`config.mk`:
```
export PLATFORM = sky130hd
export DESIGN_NAME = bls_bus_interface_unit
export DESIGN_NICKNAME = d
export VERILOG_FILES = /design/src/verilog/bls_pkg.sv /design/src/verilog/bls_bus_interface_unit.sv
export VERILOG_INCLUDE_DIRS = /design/src /design/src/verilog
export SDC_FILE = /design/constraint.sdc
export NUM_CORES = 1
export LEC_CHECK = 0
export ABC_AREA = 1
export BUFFER_PORTS_ARGS = -buffer_cell sky130_fd_sc_hd__buf_2
export CAP_MARGIN = 20
export CORE_ASPECT_RATIO = 1.4
export CORE_MARGIN = 1
export CORE_UTILIZATION = 50
export CTS_BUF_LIST = sky130_fd_sc_hd__clkbuf_2 sky130_fd_sc_hd__clkbuf_4 sky130_fd_sc_hd__clkbuf_8
export DETAILED_ROUTE_END_ITERATION = 10
export PLACE_DENSITY = 0.73
export SLEW_MARGIN = 20
export SYNTH_ARGS = -nofsm -noshare
export SYNTH_HDL_FRONTEND = slang
export SYNTH_SLANG_ARGS = --single-unit
```
`constraint.sdc`:
```
create_clock -name clk -period 6.6 [get_ports clk]
set_input_delay 1.65 -clock clk [delete_from_list [all_inputs] [get_ports clk]]
set_output_delay 1.65 -clock clk [all_outputs]
set_load 0.005 [all_outputs]
```
`src/verilog/bls_defs.svh`:
```
// Constants of the bus byte-lane steering block
`ifndef BLS_DEFS_SVH
`define BLS_DEFS_SVH
// Bus cycle status codes driven during the address and command phases
`define BLS_ST_INTERRUPT_ACKNOWLEDGE_CYCLE 3'h0
`define BLS_ST_IO_RD 3'h1
`define BLS_ST_IO_WR 3'h2
`define BLS_ST_PREFETCH 3'h4
`define BLS_ST_MEM_RD 3'h5
`define BLS_ST_MEM_WR 3'h6
`define BLS_ST_PASSIVE 3'h7
// Upper address nibble forced on I/O cycles
`define BLS_IO_HI 4'h0
// Byte counts of a transfer
`define BLS_N_BYTE 3'h1
`define BLS_N_WORD 3'h2
`define BLS_N_VECTOR 3'h4
// Inactive level of active-low strobes, used at reset
`define BLS_STROBE_OFF 1'b1
`endif

```
`src/verilog/bls_pkg.sv`:
```
// Types of the bus byte-lane steering block
package bls_pkg;
   typedef enum logic [2:0] {
      BLS_K_MEM_RD, BLS_K_MEM_WR, BLS_K_IO_RD, BLS_K_IO_WR,
      BLS_K_PREFETCH, BLS_K_INTERRUPT_ACKNOWLEDGE_CYCLE, BLS_K_VECTOR
   } bls_kind_type;
   typedef enum logic [2:0] {
      BLS_S_IDLE, BLS_S_ADR, BLS_S_CMD, BLS_S_HOLD, BLS_S_DONE
   } bls_phase_type;
   typedef struct packed {
      bls_kind_type kind;
      logic [19:0] addr;
      logic is_word;
      logic [15:0] wdata;
   } bls_req_type;
   typedef struct packed {
      logic [15:0] ad_out;
      logic ad_oe;
      logic [3:0] a_hi;
      logic ale;
      logic [2:0] status;
      logic rd_n;
      logic wr_n;
      logic upper_byte_enable_n;
   } bls_bus_type;
   typedef struct packed {
      bls_phase_type st;
      bls_kind_type kind;
      logic mode8;
      logic [19:0] addr;
      logic [2:0] left;
      logic [1:0] idx;
      logic cyc_word;
      logic [15:0] wdat;
      logic [31:0] acc;
      logic req_ready;
      logic rsp_valid;
      logic [31:0] rsp_data;
      bls_bus_type bus;
      logic [15:0] d_s1;
      logic [15:0] d_s2;
      logic mode_s1;
      logic mode_s2;
   } bls_state_type;
endpackage : bls_pkg

```
`src/verilog/bls_bus_interface_unit.sv`:
```
// Byte-lane steering and access splitting of the external bus
// Notes on behaviour
// - Memory space 1 Mbyte, I/O space 64 Kbytes, words are two bytes.
// - Wide bus: even bytes on the low lane, odd bytes on the high lane.
// - Wide bus: address 19..1 picks the word, bit 0 and enable pick banks.
// - Even byte: bit 0 low, upper enable high, high lane ignored on read.
// - Odd byte: upper enable low, bit 0 high, low lane ignored on read.
// - Even word: one cycle on both lanes, bit 0 and enable low.
// - Odd word: upper-lane byte at odd address, then low-lane byte next.
// - Byte reads leave all sixteen data lines undriven.
// - Byte writes drive both lanes; the unused lane value is undefined.
// - Narrow bus: one bank, address 19..0, all data on one lane.
// - Narrow bus: every word is two byte cycles, address then plus one.
// - I/O cycles drive address 19..16 to zero.
// - Interrupt acknowledge: no valid address, data on low lane only.
// - Interrupt fetches two even words from region 0H to 3FFH.
// - Cycle starts with address and status, then read or write strobe.
// - Cycle end captures read data or stops driving write data.
`timescale 1ns/10ps
`default_nettype none
`include "bls_defs.svh"
module bls_bus_interface_unit (
   input wire logic clk,
   input wire logic sys_rst,
   input wire logic bus_8bit,
   input wire logic req_valid,
   input wire bls_pkg::bls_req_type req,
   output logic req_ready,
   output logic rsp_valid,
   output logic [31:0] rsp_data,
   input wire logic [15:0] ad_in,
   output bls_pkg::bls_bus_type bus
);
   bls_pkg::bls_state_type r;
   bls_pkg::bls_state_type n;
   logic accept;

   function automatic logic is_write(bls_pkg::bls_kind_type k);
      return k == bls_pkg::BLS_K_MEM_WR || k == bls_pkg::BLS_K_IO_WR;
   endfunction : is_write

   function automatic logic [2:0] status_of(bls_pkg::bls_kind_type k);
      logic [2:0] s;
      s = `BLS_ST_MEM_RD;
      unique case (k)
         bls_pkg::BLS_K_MEM_RD: s = `BLS_ST_MEM_RD;
         bls_pkg::BLS_K_MEM_WR: s = `BLS_ST_MEM_WR;
         bls_pkg::BLS_K_IO_RD: s = `BLS_ST_IO_RD;
         bls_pkg::BLS_K_IO_WR: s = `BLS_ST_IO_WR;
         bls_pkg::BLS_K_PREFETCH: s = `BLS_ST_PREFETCH;
         bls_pkg::BLS_K_INTERRUPT_ACKNOWLEDGE_CYCLE: s = `BLS_ST_INTERRUPT_ACKNOWLEDGE_CYCLE;
         bls_pkg::BLS_K_VECTOR: s = `BLS_ST_MEM_RD;
         default: s = `BLS_ST_PASSIVE;
      endcase
      return s;
   endfunction : status_of

   // Address phase of the next bus cycle of the current transfer
   function automatic bls_pkg::bls_state_type start_cycle(
      bls_pkg::bls_state_type s);
      logic w;
      logic interrupt_acknowledge_cycle;
      interrupt_acknowledge_cycle = s.kind == bls_pkg::BLS_K_INTERRUPT_ACKNOWLEDGE_CYCLE;
      // Only an even pair on the wide bus fits one cycle
      w = s.left >= `BLS_N_WORD && !s.mode8 && !s.addr[0];
      s.cyc_word = w;
      s.st = bls_pkg::BLS_S_ADR;
      s.bus.ale = 1'b1;
      s.bus.status = status_of(s.kind);
      s.bus.rd_n = `BLS_STROBE_OFF;
      s.bus.wr_n = `BLS_STROBE_OFF;
      s.bus.ad_out = s.addr[15:0];
      s.bus.a_hi = s.addr[19:16];
      // No valid address on acknowledge, so the pins float
      s.bus.ad_oe = !interrupt_acknowledge_cycle;
      // Upper bank joins only for odd bytes or even words
      s.bus.upper_byte_enable_n = s.mode8 || interrupt_acknowledge_cycle || !(w || s.addr[0]);
      return s;
   endfunction : start_cycle

   assign accept = req_valid && r.req_ready;

   always_comb begin
      logic [7:0] lo_b;
      logic [15:0] d;
      logic [2:0] step;
      lo_b = 8'h00;
      d = 16'h0000;
      step = 3'h0;
      n = r;
      n.rsp_valid = 1'b0;
      n.d_s1 = ad_in;
      n.d_s2 = r.d_s1;
      n.mode_s1 = bus_8bit;
      n.mode_s2 = r.mode_s1;
      unique case (r.st)
         bls_pkg::BLS_S_IDLE: begin
            n.req_ready = 1'b1;
            if (accept) begin
               n.req_ready = 1'b0;
               n.kind = req.kind;
               n.mode8 = r.mode_s2;
               n.addr = req.addr;
               n.left = req.is_word ? `BLS_N_WORD : `BLS_N_BYTE;
               if (req.kind == bls_pkg::BLS_K_PREFETCH) begin
                  n.left = `BLS_N_WORD;
               end
               if (req.kind == bls_pkg::BLS_K_INTERRUPT_ACKNOWLEDGE_CYCLE) begin
                  n.addr = 20'h00000;
                  n.left = `BLS_N_BYTE;
               end
               if (req.kind == bls_pkg::BLS_K_VECTOR) begin
                  // Type number times four stays below 400H
                  n.addr = {10'h000, req.addr[7:0], 2'b00};
                  n.left = `BLS_N_VECTOR;
               end
               if (req.kind == bls_pkg::BLS_K_IO_RD ||
                   req.kind == bls_pkg::BLS_K_IO_WR) begin
                  n.addr[19:16] = `BLS_IO_HI;
               end
               n.idx = 2'h0;
               n.wdat = req.wdata;
               n.acc = 32'h00000000;
               n = start_cycle(n);
            end
         end
         bls_pkg::BLS_S_ADR: begin
            n.bus.ale = 1'b0;
            n.st = bls_pkg::BLS_S_CMD;
            if (is_write(r.kind)) begin
               n.bus.wr_n = 1'b0;
               n.bus.ad_oe = 1'b1;
               // Byte copied to both lanes; the idle lane is don't-care
               n.bus.ad_out = r.cyc_word ? r.wdat : {2{r.wdat[7:0]}};
            end else begin
               n.bus.rd_n = 1'b0;
               n.bus.ad_oe = 1'b0;
            end
         end
         bls_pkg::BLS_S_CMD: begin
            n.st = bls_pkg::BLS_S_HOLD;
         end
         bls_pkg::BLS_S_HOLD: begin
            n.st = bls_pkg::BLS_S_DONE;
            n.bus.status = `BLS_ST_PASSIVE;
         end
         bls_pkg::BLS_S_DONE: begin
            n.bus.rd_n = `BLS_STROBE_OFF;
            n.bus.wr_n = `BLS_STROBE_OFF;
            n.bus.ad_oe = 1'b0;
            d = r.d_s2;
            // Lane choice follows address bit 0 on the wide bus
            lo_b = (r.mode8 || !r.addr[0] ||
                    r.kind == bls_pkg::BLS_K_INTERRUPT_ACKNOWLEDGE_CYCLE) ? d[7:0] : d[15:8];
            if (!is_write(r.kind)) begin
               if (r.cyc_word) begin
                  n.acc[{r.idx, 3'b000} +: 8] = d[7:0];
                  n.acc[{2'(r.idx + 2'h1), 3'b000} +: 8] = d[15:8];
               end else begin
                  n.acc[{r.idx, 3'b000} +: 8] = lo_b;
               end
            end
            step = r.cyc_word ? `BLS_N_WORD : `BLS_N_BYTE;
            n.left = r.left - step;
            n.addr = r.addr + 20'(step);
            n.idx = r.idx + step[1:0];
            n.wdat = r.cyc_word ? 16'h0000 : {8'h00, r.wdat[15:8]};
            if (n.left == 3'h0) begin
               n.rsp_valid = 1'b1;
               n.rsp_data = n.acc;
               n.st = bls_pkg::BLS_S_IDLE;
               n.req_ready = 1'b1;
            end else begin
               n = start_cycle(n);
            end
         end
      endcase
   end

   always_ff @(posedge clk or posedge sys_rst) begin
      if (sys_rst) begin
         r <= '0;
         r.bus.status <= `BLS_ST_PASSIVE;
         r.bus.rd_n <= `BLS_STROBE_OFF;
         r.bus.wr_n <= `BLS_STROBE_OFF;
         r.bus.upper_byte_enable_n <= `BLS_STROBE_OFF;
      end else begin
         r <= n;
      end
   end

   assign req_ready = r.req_ready;
   assign rsp_valid = r.rsp_valid;
   assign rsp_data = r.rsp_data;
   assign bus = r.bus;
endmodule : bls_bus_interface_unit
`default_nettype wire

```
==> flow_summary.json, run 1 <==
{
  "status": "finished clean",
  "finalSetupViolations": 0,
  "syn-mean-instance-area_sq_um": 7.275,
  "timing_max_transition_violations_final": 0,
  "worstSkewPairLatency_ns": 0.51,
  "period_utilisation_layout": 0.4919,
  "setup_tns_ns": 0,
  "cts_inserted_buffers": 17,
  "detail_route.wl_per_cell_um": 17.78,
  "timing.critical_path.required_ns": 7.05,
  "antenna_left": 0,
  "number_of_antenna_violations_at_the_first_check_in_global_routing": 0,
  "cts_setup_buffers": 0,
  "total_iterations_of_the_first_detailed_routing_run": 6,
  "place.detailed.instances": 1684,
  "synth_seq_area_share": 0.4289,
  "unrepaired_setup_endpoints_after_global_routing": "false",
  "fmax_mhz": 308.0,
  "cts-htree-levels": 4,
  "insertedDiodeCount": 0,
  "synthDominantCellAreaShare": 0.4136,
  "dr_total_vias": 9616,
  "syn-cell-area_sq_um": 10340,
  "grt_pass1_vias": 9680,
  "mappedNetlistNets": 1494,
  "multi_input_comb_area_sq_um": 4756,
  "fin_crit_ns": 3.246,
  "min_from": "r[31]$_DFF_PP0_",
  "worstPathMaxFanout": 37,
  "floorplan.die_area_sq_um": 21280,
  "regArea_sq_um": 4437,
  "nFillCells": 2000,
  "synthArstFlopShare": 1.000,
  "post_synth_top_flop": "sky130_fd_sc_hd__dfrtp_1",
  "dominant_cells_by_area_after_synthesis": "sky130_fd_sc_hd__dfrtp_1 (41%), sky130_fd_sc_hd__nand2_1 (19%), sky130_fd_sc_hd__buf_4 (4.6%), sky130_fd_sc_hd__nand3_1 (4.5%), sky130_fd_sc_hd__o21ai_0 (4.5%)",
  "die_height_um": 172.2,
  "p_per_area_nw_per_um2": 468.5,
  "cts_hold_buf": 0,
  "yosys_warnings": 0,
  "finish.net_count": 1523,
  "globalRoute.totalOverflow": 0,
  "groute.usage.overall": 0.3069,
  "end_kind": "flop",
  "cp.arrival_ns": 3.69,
  "skew_ns": 0.01719,
  "design.portCount": 122,
  "cts.sink_count": 177,
  "area_growth_pct": 6.761,
  "first_iter_violations": 725,
  "io_buffer_count": 121,
  "post_cts_resized": 0,
  "startpoint": "r[144]$_DFFE_PP0P_",
  "pin_count_of_the_biggest_net_entering_global_routing": 104,
  "dp.final_hpwl_mm": 22.00,
  "post-synth-top-count-cell": "sky130_fd_sc_hd__nand2_1",
  "ys_seq_elements": 177,
  "post_drt_via_cell_ratio": 5.604,
  "power.leakage_nw": 5.737,
  "post_synth_inst_count": 1422,
  "cts.reportedPaths.clkPinSlew_ns": 0.11,
  "synth_enable_flop_cells": 0,
  "instances_no_fill": 1716,
  "yosys-top-cells-count": "sky130_fd_sc_hd__nand2_1 (516), sky130_fd_sc_hd__dfrtp_1 (171), sky130_fd_sc_hd__inv_1 (111)",
  "remaining_drc_errors": 0,
  "power.ir.vdd_worst_uv": 193.3,
  "clk_path_buf_depth": 2,
  "initial_utilization": 0.5154,
  "slew-limit-headroom": 0.2914,
  "clock_tree.root_cell": "sky130_fd_sc_hd__clkbuf_8",
  "max_cap_viols": 0,
  "core_area_sq_um": 20070,
  "worst_pin_slew_ns": 1.063,
  "critPathKind": "flop to flop",
  "layout-drive-gt1-share": 0.1469,
  "cp-start-kind": "flop",
  "clock_tree_from_tritoncts": "done",
  "route.final.wire_length_mm": 30.52,
  "reg2reg_launch_point": "r[144]$_DFFE_PP0P_",
  "yosys.area.top_type": "sky130_fd_sc_hd__dfrtp_1",
  "hp-class": "flop to flop",
  "synth.distinct_cells": 43,
  "die_w_um": 123.6,
  "standard_cell_row_count": 61,
  "gpl.final_weighted_congestion": 0.9670,
  "final_hold_viol_count": 0,
  "grt_first_pass_wirelength_mm": 49.24
}
[critical path, stage by stage, from the launching register on]
cell	delay [ns]
sky130_fd_sc_hd__dfrtp_1	0.40
sky130_fd_sc_hd__buf_4	0.26
sky130_fd_sc_hd__fa_1	0.48
sky130_fd_sc_hd__inv_1	0.07
sky130_fd_sc_hd__nand2_1	0.05
sky130_fd_sc_hd__nand2_1	0.11
sky130_fd_sc_hd__nand3_1	0.20
sky130_fd_sc_hd__nor2_8	0.48
sky130_fd_sc_hd__inv_2	0.41
sky130_fd_sc_hd__nand2_2	0.41
sky130_fd_sc_hd__a21oi_1	0.12
sky130_fd_sc_hd__a21oi_2	0.14
[flip-flops by register name, indices dropped and copies added (netlist names)]
register and count:
rsp_data 32, rsp_valid 1, req_ready 1, bus 28, r 115
[power breakdown]
part / internal (W) / switching [W] / leakage, nW
Sequential: 0.00150 / 0.000293 / 2.19
Clock: 0.000317 / 0.000466 / 0.202
Combinational: 0.000880 / 0.00172 / 3.34
[final cells by class]
| cell class | instances | share of cell area |
|---|---|---|
| Multi-Input combinational cell | 1004 | 0.4306 |
| Clock inverter | 15 | 0.01552 |
| Tap cell | 252 | 0.02855 |
| Clock buffer | 17 | 0.02119 |
| Sequential cell | 177 | 0.4017 |
| Inverter | 122 | 0.04214 |
| Timing Repair Buffer | 129 | 0.06027 |
[kinds of logic (layout without fill, tap and decap cells)]
kind of cell | Yosys count | count (layout) | synth area share
AND/OR/NAND/NOR | 749 | 749 | 0.3075
AO/OA/AOI/OAI | 232 | 232 | 0.1258
buffers and inverters | 241 | 283 | 0.1126
flip-flops | 177 | 177 | 0.4289
XOR/XNOR | 11 | 11 | 0.009314
adder cells (fa/ha/maj) | 12 | 12 | 0.01597
[through the flow]
stage | power [W] | setup WS, ns | hold WS (ns) | util | cell area [sq um]
2_1_floorplan | 0.003811 | 0.1580 | 0.3312 | - | 10340
3_3_place_gp | 0.004325 | 3.149 | 0.3344 | 0.5300 | 10640
3_5_place_dp | 0.004386 | 3.062 | 0.3347 | 0.5300 | 10640
4_1_cts | 0.005180 | 3.283 | 0.3573 | 0.5502 | 11040
5_1_grt | 0.005613 | 3.042 | 0.3734 | 0.5502 | 11040
6_report | 0.005174 | 3.354 | 0.3564 | 0.5502 | 11040
[worst paths after layout]
kind                            cells past startpoint  slack [ns]                  end
worst max-delay path                               11        3.35  bus[13]$_DFFE_PP0P_
worst min-delay path                                0        0.36      r[15]$_DFF_PP0_
max in group asynchronous                           3        4.10   r[101]$_DFFE_PP0P_
worst max register to register                     11        3.35  bus[13]$_DFFE_PP0P_
worst min register to register                      0        0.36      r[15]$_DFF_PP0_
min in group asynchronous                           2        1.30      r[20]$_DFF_PP0_
[layout by cell type (no fill, tap or decap), types with 6 or more instances in the layout]
master                     Yosys  routed
sky130_fd_sc_hd__nand2_1     516     516
sky130_fd_sc_hd__dfrtp_1     171     171
sky130_fd_sc_hd__buf_2        11     121
sky130_fd_sc_hd__inv_1       111     110
sky130_fd_sc_hd__nand3_1      94      94
sky130_fd_sc_hd__o21ai_0      94      94
sky130_fd_sc_hd__a21oi_1      75      75
sky130_fd_sc_hd__nor2_1       56      55
sky130_fd_sc_hd__nor3_1       24      24
sky130_fd_sc_hd__nand4_1      21      21
sky130_fd_sc_hd__or2_2        19      19
sky130_fd_sc_hd__o221ai_1     18      18
sky130_fd_sc_hd__clkbuf_8      0      17
sky130_fd_sc_hd__o21ai_1      12      12
sky130_fd_sc_hd__o211ai_1     11      11
sky130_fd_sc_hd__ha_1         10      10
sky130_fd_sc_hd__xor2_1        9       9
sky130_fd_sc_hd__buf_4        63       8
sky130_fd_sc_hd__inv_2         7       7
sky130_fd_sc_hd__inv_6         0       6
sky130_fd_sc_hd__o22ai_1       6       6
sky130_fd_sc_hd__dfstp_2       6       6
[per-layer routing]
metal | global-route usage | share of wire
met5 | 0 | 0
met4 | 0.2069 | 0.063
met3 | 0.04123 | 0.049
met2 | 0.5407 | 0.51
met1 | 0.3405 | 0.37
Note: power is estimated with default switching activity, not from simulation.
==> run 2, diff against run 1 <==
==> constraint.sdc (replaced) <==
create_clock -name clk -period 2.8 [get_ports clk]
set_input_delay 0.7 -clock clk [delete_from_list [all_inputs] [get_ports clk]]
set_output_delay 0.7 -clock clk [all_outputs]
set_load 0.005 [all_outputs]
==> run 2 against run 1 <==
- non-clock buffer count increased by 28
- global-route usage increased by 0.51 points
- combinational power increased by 150%
- core utilization increased by 1.6 points
- maximum frequency increased by 32%
- power increased by 150%
- sequential share of layout area decreased by 1.1 points
- critical path type unchanged
- largest power group unchanged
==> flow_summary.json, run 2 (synthesis results as in run 1) <==
{
  "status": "finished clean",
  "largest_reg_by_ff_count": "r",
  "post_cts_resized": 0,
  "core_area_sq_um": 20070,
  "grt.met3_usage": 0.04156,
  "timing.critical_path.slowest_cell_delay_ns": 0.44,
  "number_of_antenna_violations_at_the_first_check_in_global_routing": 0,
  "cts_hold_buf": 0,
  "standard_cell_row_count": 61,
  "cts-htree-levels": 4,
  "mostFrequentLayoutCells": "sky130_fd_sc_hd__nand2_1 (516), sky130_fd_sc_hd__dfrtp_1 (171), sky130_fd_sc_hd__buf_2 (121), sky130_fd_sc_hd__inv_1 (110)",
  "cts.reportedPaths.clkPinSlew_ns": 0.12,
  "grt_first_pass_wirelength_mm": 49.91,
  "global_route_met2_usage": 0.5509,
  "layout-drive-gt1-share": 0.1629,
  "pin_count_of_the_biggest_net_entering_global_routing": 116,
  "end_kind": "flop",
  "timing.critical_path.required_ns": 3.23,
  "fin_crit_ns": 2.454,
  "grtUsageMet1": 0.3405,
  "design.portCount": 122,
  "grt_pass1_vias": 9735,
  "area_growth_pct": 9.845,
  "clock_tree.root_cell": "sky130_fd_sc_hd__clkbuf_8",
  "power.ir.vdd_worst_uv": 568.2,
  "grt-busiest-layer": "met2",
  "final_area_sq_um": 11360,
  "first_iter_violations": 838,
  "detail_route.wl_per_cell_um": 17.96,
  "post_drt_via_cell_ratio": 5.596,
  "floorplan.die_area_sq_um": 21280,
  "setup_tns_ns": 0,
  "skew_ns": 0.01903,
  "globalRoute.totalOverflow": 0,
  "clock_tree_from_tritoncts": "done",
  "remaining_drc_errors": 0,
  "power.leakage_nw": 5.918,
  "crit_path_cell_trace": "clkinv_1 > ha_1 > fa_1 > nand2_1 > nand2_1 > nand3_1 > nor2_8 > nor3_4 > buf_4 > nor2_1 > a31oi_1",
  "hp-class": "input pin to asynchronous set/reset pin",
  "cts_inserted_buffers": 17,
  "fmax_mhz": 407.5,
  "initial_utilization": 0.5154,
  "timing_max_transition_violations_final": 0,
  "total_iterations_of_the_first_detailed_routing_run": 5,
  "die_w_um": 123.6,
  "io_buffer_count": 121,
  "worst_path_cell_with_the_longest_stage_delay": "sky130_fd_sc_hd__nor3_4",
  "cp.arrival_ns": 2.89,
  "p_per_area_nw_per_um2": 1118,
  "groute.usage.overall": 0.3120,
  "slew-limit-headroom": 0.5184,
  "cp-start-kind": "flop",
  "clk_path_buf_depth": 2,
  "unrepaired_setup_endpoints_after_global_routing": "false",
  "cts.sink_count": 177,
  "finish.net_count": 1551,
  "worst_pin_slew_ns": 0.7180,
  "final_hold_viol_count": 0,
  "antenna_left": 0,
  "critPathKind": "flop to flop",
  "largest_delay_contributor_family_on_the_critical_path": "simple AND/OR/NAND/NOR gates",
  "worstPathMaxFanout": 9,
  "finalSetupViolations": 0,
  "die_height_um": 172.2,
  "gpl.final_weighted_congestion": 1.014,
  "worstSkewPairLatency_ns": 0.50,
  "period_utilisation_layout": 0.8765,
  "dr_total_vias": 9759,
  "insertedDiodeCount": 0,
  "route.final.wire_length_mm": 31.32,
  "dp.final_hpwl_mm": 23.12,
  "dpl-instance-area_sq_um": 10900,
  "cts_setup_buffers": 0,
  "mostFrequentLayoutCell": "sky130_fd_sc_hd__nand2_1",
  "largest_register_ffs": 115,
  "sum_of_buffers_and_inverters_on_the_critical_path": 2,
  "cpMostUsedCell": "sky130_fd_sc_hd__nand2_1",
  "max_cap_viols": 0
}
run 2: area by class of cell:
type,count,area (sq um)
fillers,1987,8710
inverters,122,464.2
clock inverters,15,231.5
clock buffers,17,234.0
repair buffers,157,925.9
well taps,252,315.3
flip-flops and latches,177,4437
multi-input cells,1004,4756
run 2: per-layer routing:
metal / vias to the layer above / wire length (um) / share of wire
li1: 4663 / - / -
met1: 4564 / 11420 / 0.36
met2: 404 / 16250 / 0.52
met3: 128 / 1507 / 0.048
met4: 0 / 2142 / 0.068
met5: - / 0 / 0
run 2: worst reg2reg max path, cell delays in order (launching register included):
cell	delay (ns)
sky130_fd_sc_hd__dfrtp_1	0.41
sky130_fd_sc_hd__clkinv_1	0.12
sky130_fd_sc_hd__ha_1	0.22
sky130_fd_sc_hd__fa_1	0.38
sky130_fd_sc_hd__nand2_1	0.07
sky130_fd_sc_hd__nand2_1	0.08
sky130_fd_sc_hd__nand3_1	0.21
sky130_fd_sc_hd__nor2_8	0.07
sky130_fd_sc_hd__nor3_4	0.44
sky130_fd_sc_hd__buf_4	0.23
sky130_fd_sc_hd__nor2_1	0.04
sky130_fd_sc_hd__a31oi_1	0.13
run 2: through the flow:
step	setup slack (ns)	hold WS, ns	cells	total power, W	utilization
after global routing	0.1277	0.2829	1744	0.01369	0.5661
after CTS	0.3583	0.2869	1744	0.01269	0.5661
final	0.3459	0.3015	1744	0.01270	0.5661
after detailed placement	0.3522	0.3365	1712	0.01063	0.5429
after floorplan	-0.1617	0.3312	1422	0.008983	-
after global placement	0.4119	0.3343	1712	0.01052	0.5429
run 2: worst paths after layout:
kind | depth (start not counted) | to | from | slack [ns]
setup reg to reg | 11 | bus[20]$_DFFE_PP0P_ | r[144]$_DFFE_PP0P_ | 0.35
hold / removal | 3 | r[1]$_DFF_PP0_ | sys_rst | 0.30
max in group asynchronous | 3 | r[96]$_DFFE_PP0P_ | sys_rst | 1.89
hold reg to reg | 0 | r[10]$_DFF_PP0_ | r[26]$_DFF_PP0_ | 0.35
min in group clk | 1 | r[1]$_DFF_PP0_ | bus_8bit | 0.30
setup / recovery | 11 | bus[20]$_DFFE_PP0P_ | r[144]$_DFFE_PP0P_ | 0.35
run 2: report_power, final:
group / total [W] / switching (W) / internal, W
sequential: 0.00425 / 0.000718 / 0.00353
combinational: 0.00641 / 0.00414 / 0.00227
clock: 0.00204 / 0.00116 / 0.000877
total: 0.0127 / 0.00602 / 0.00668
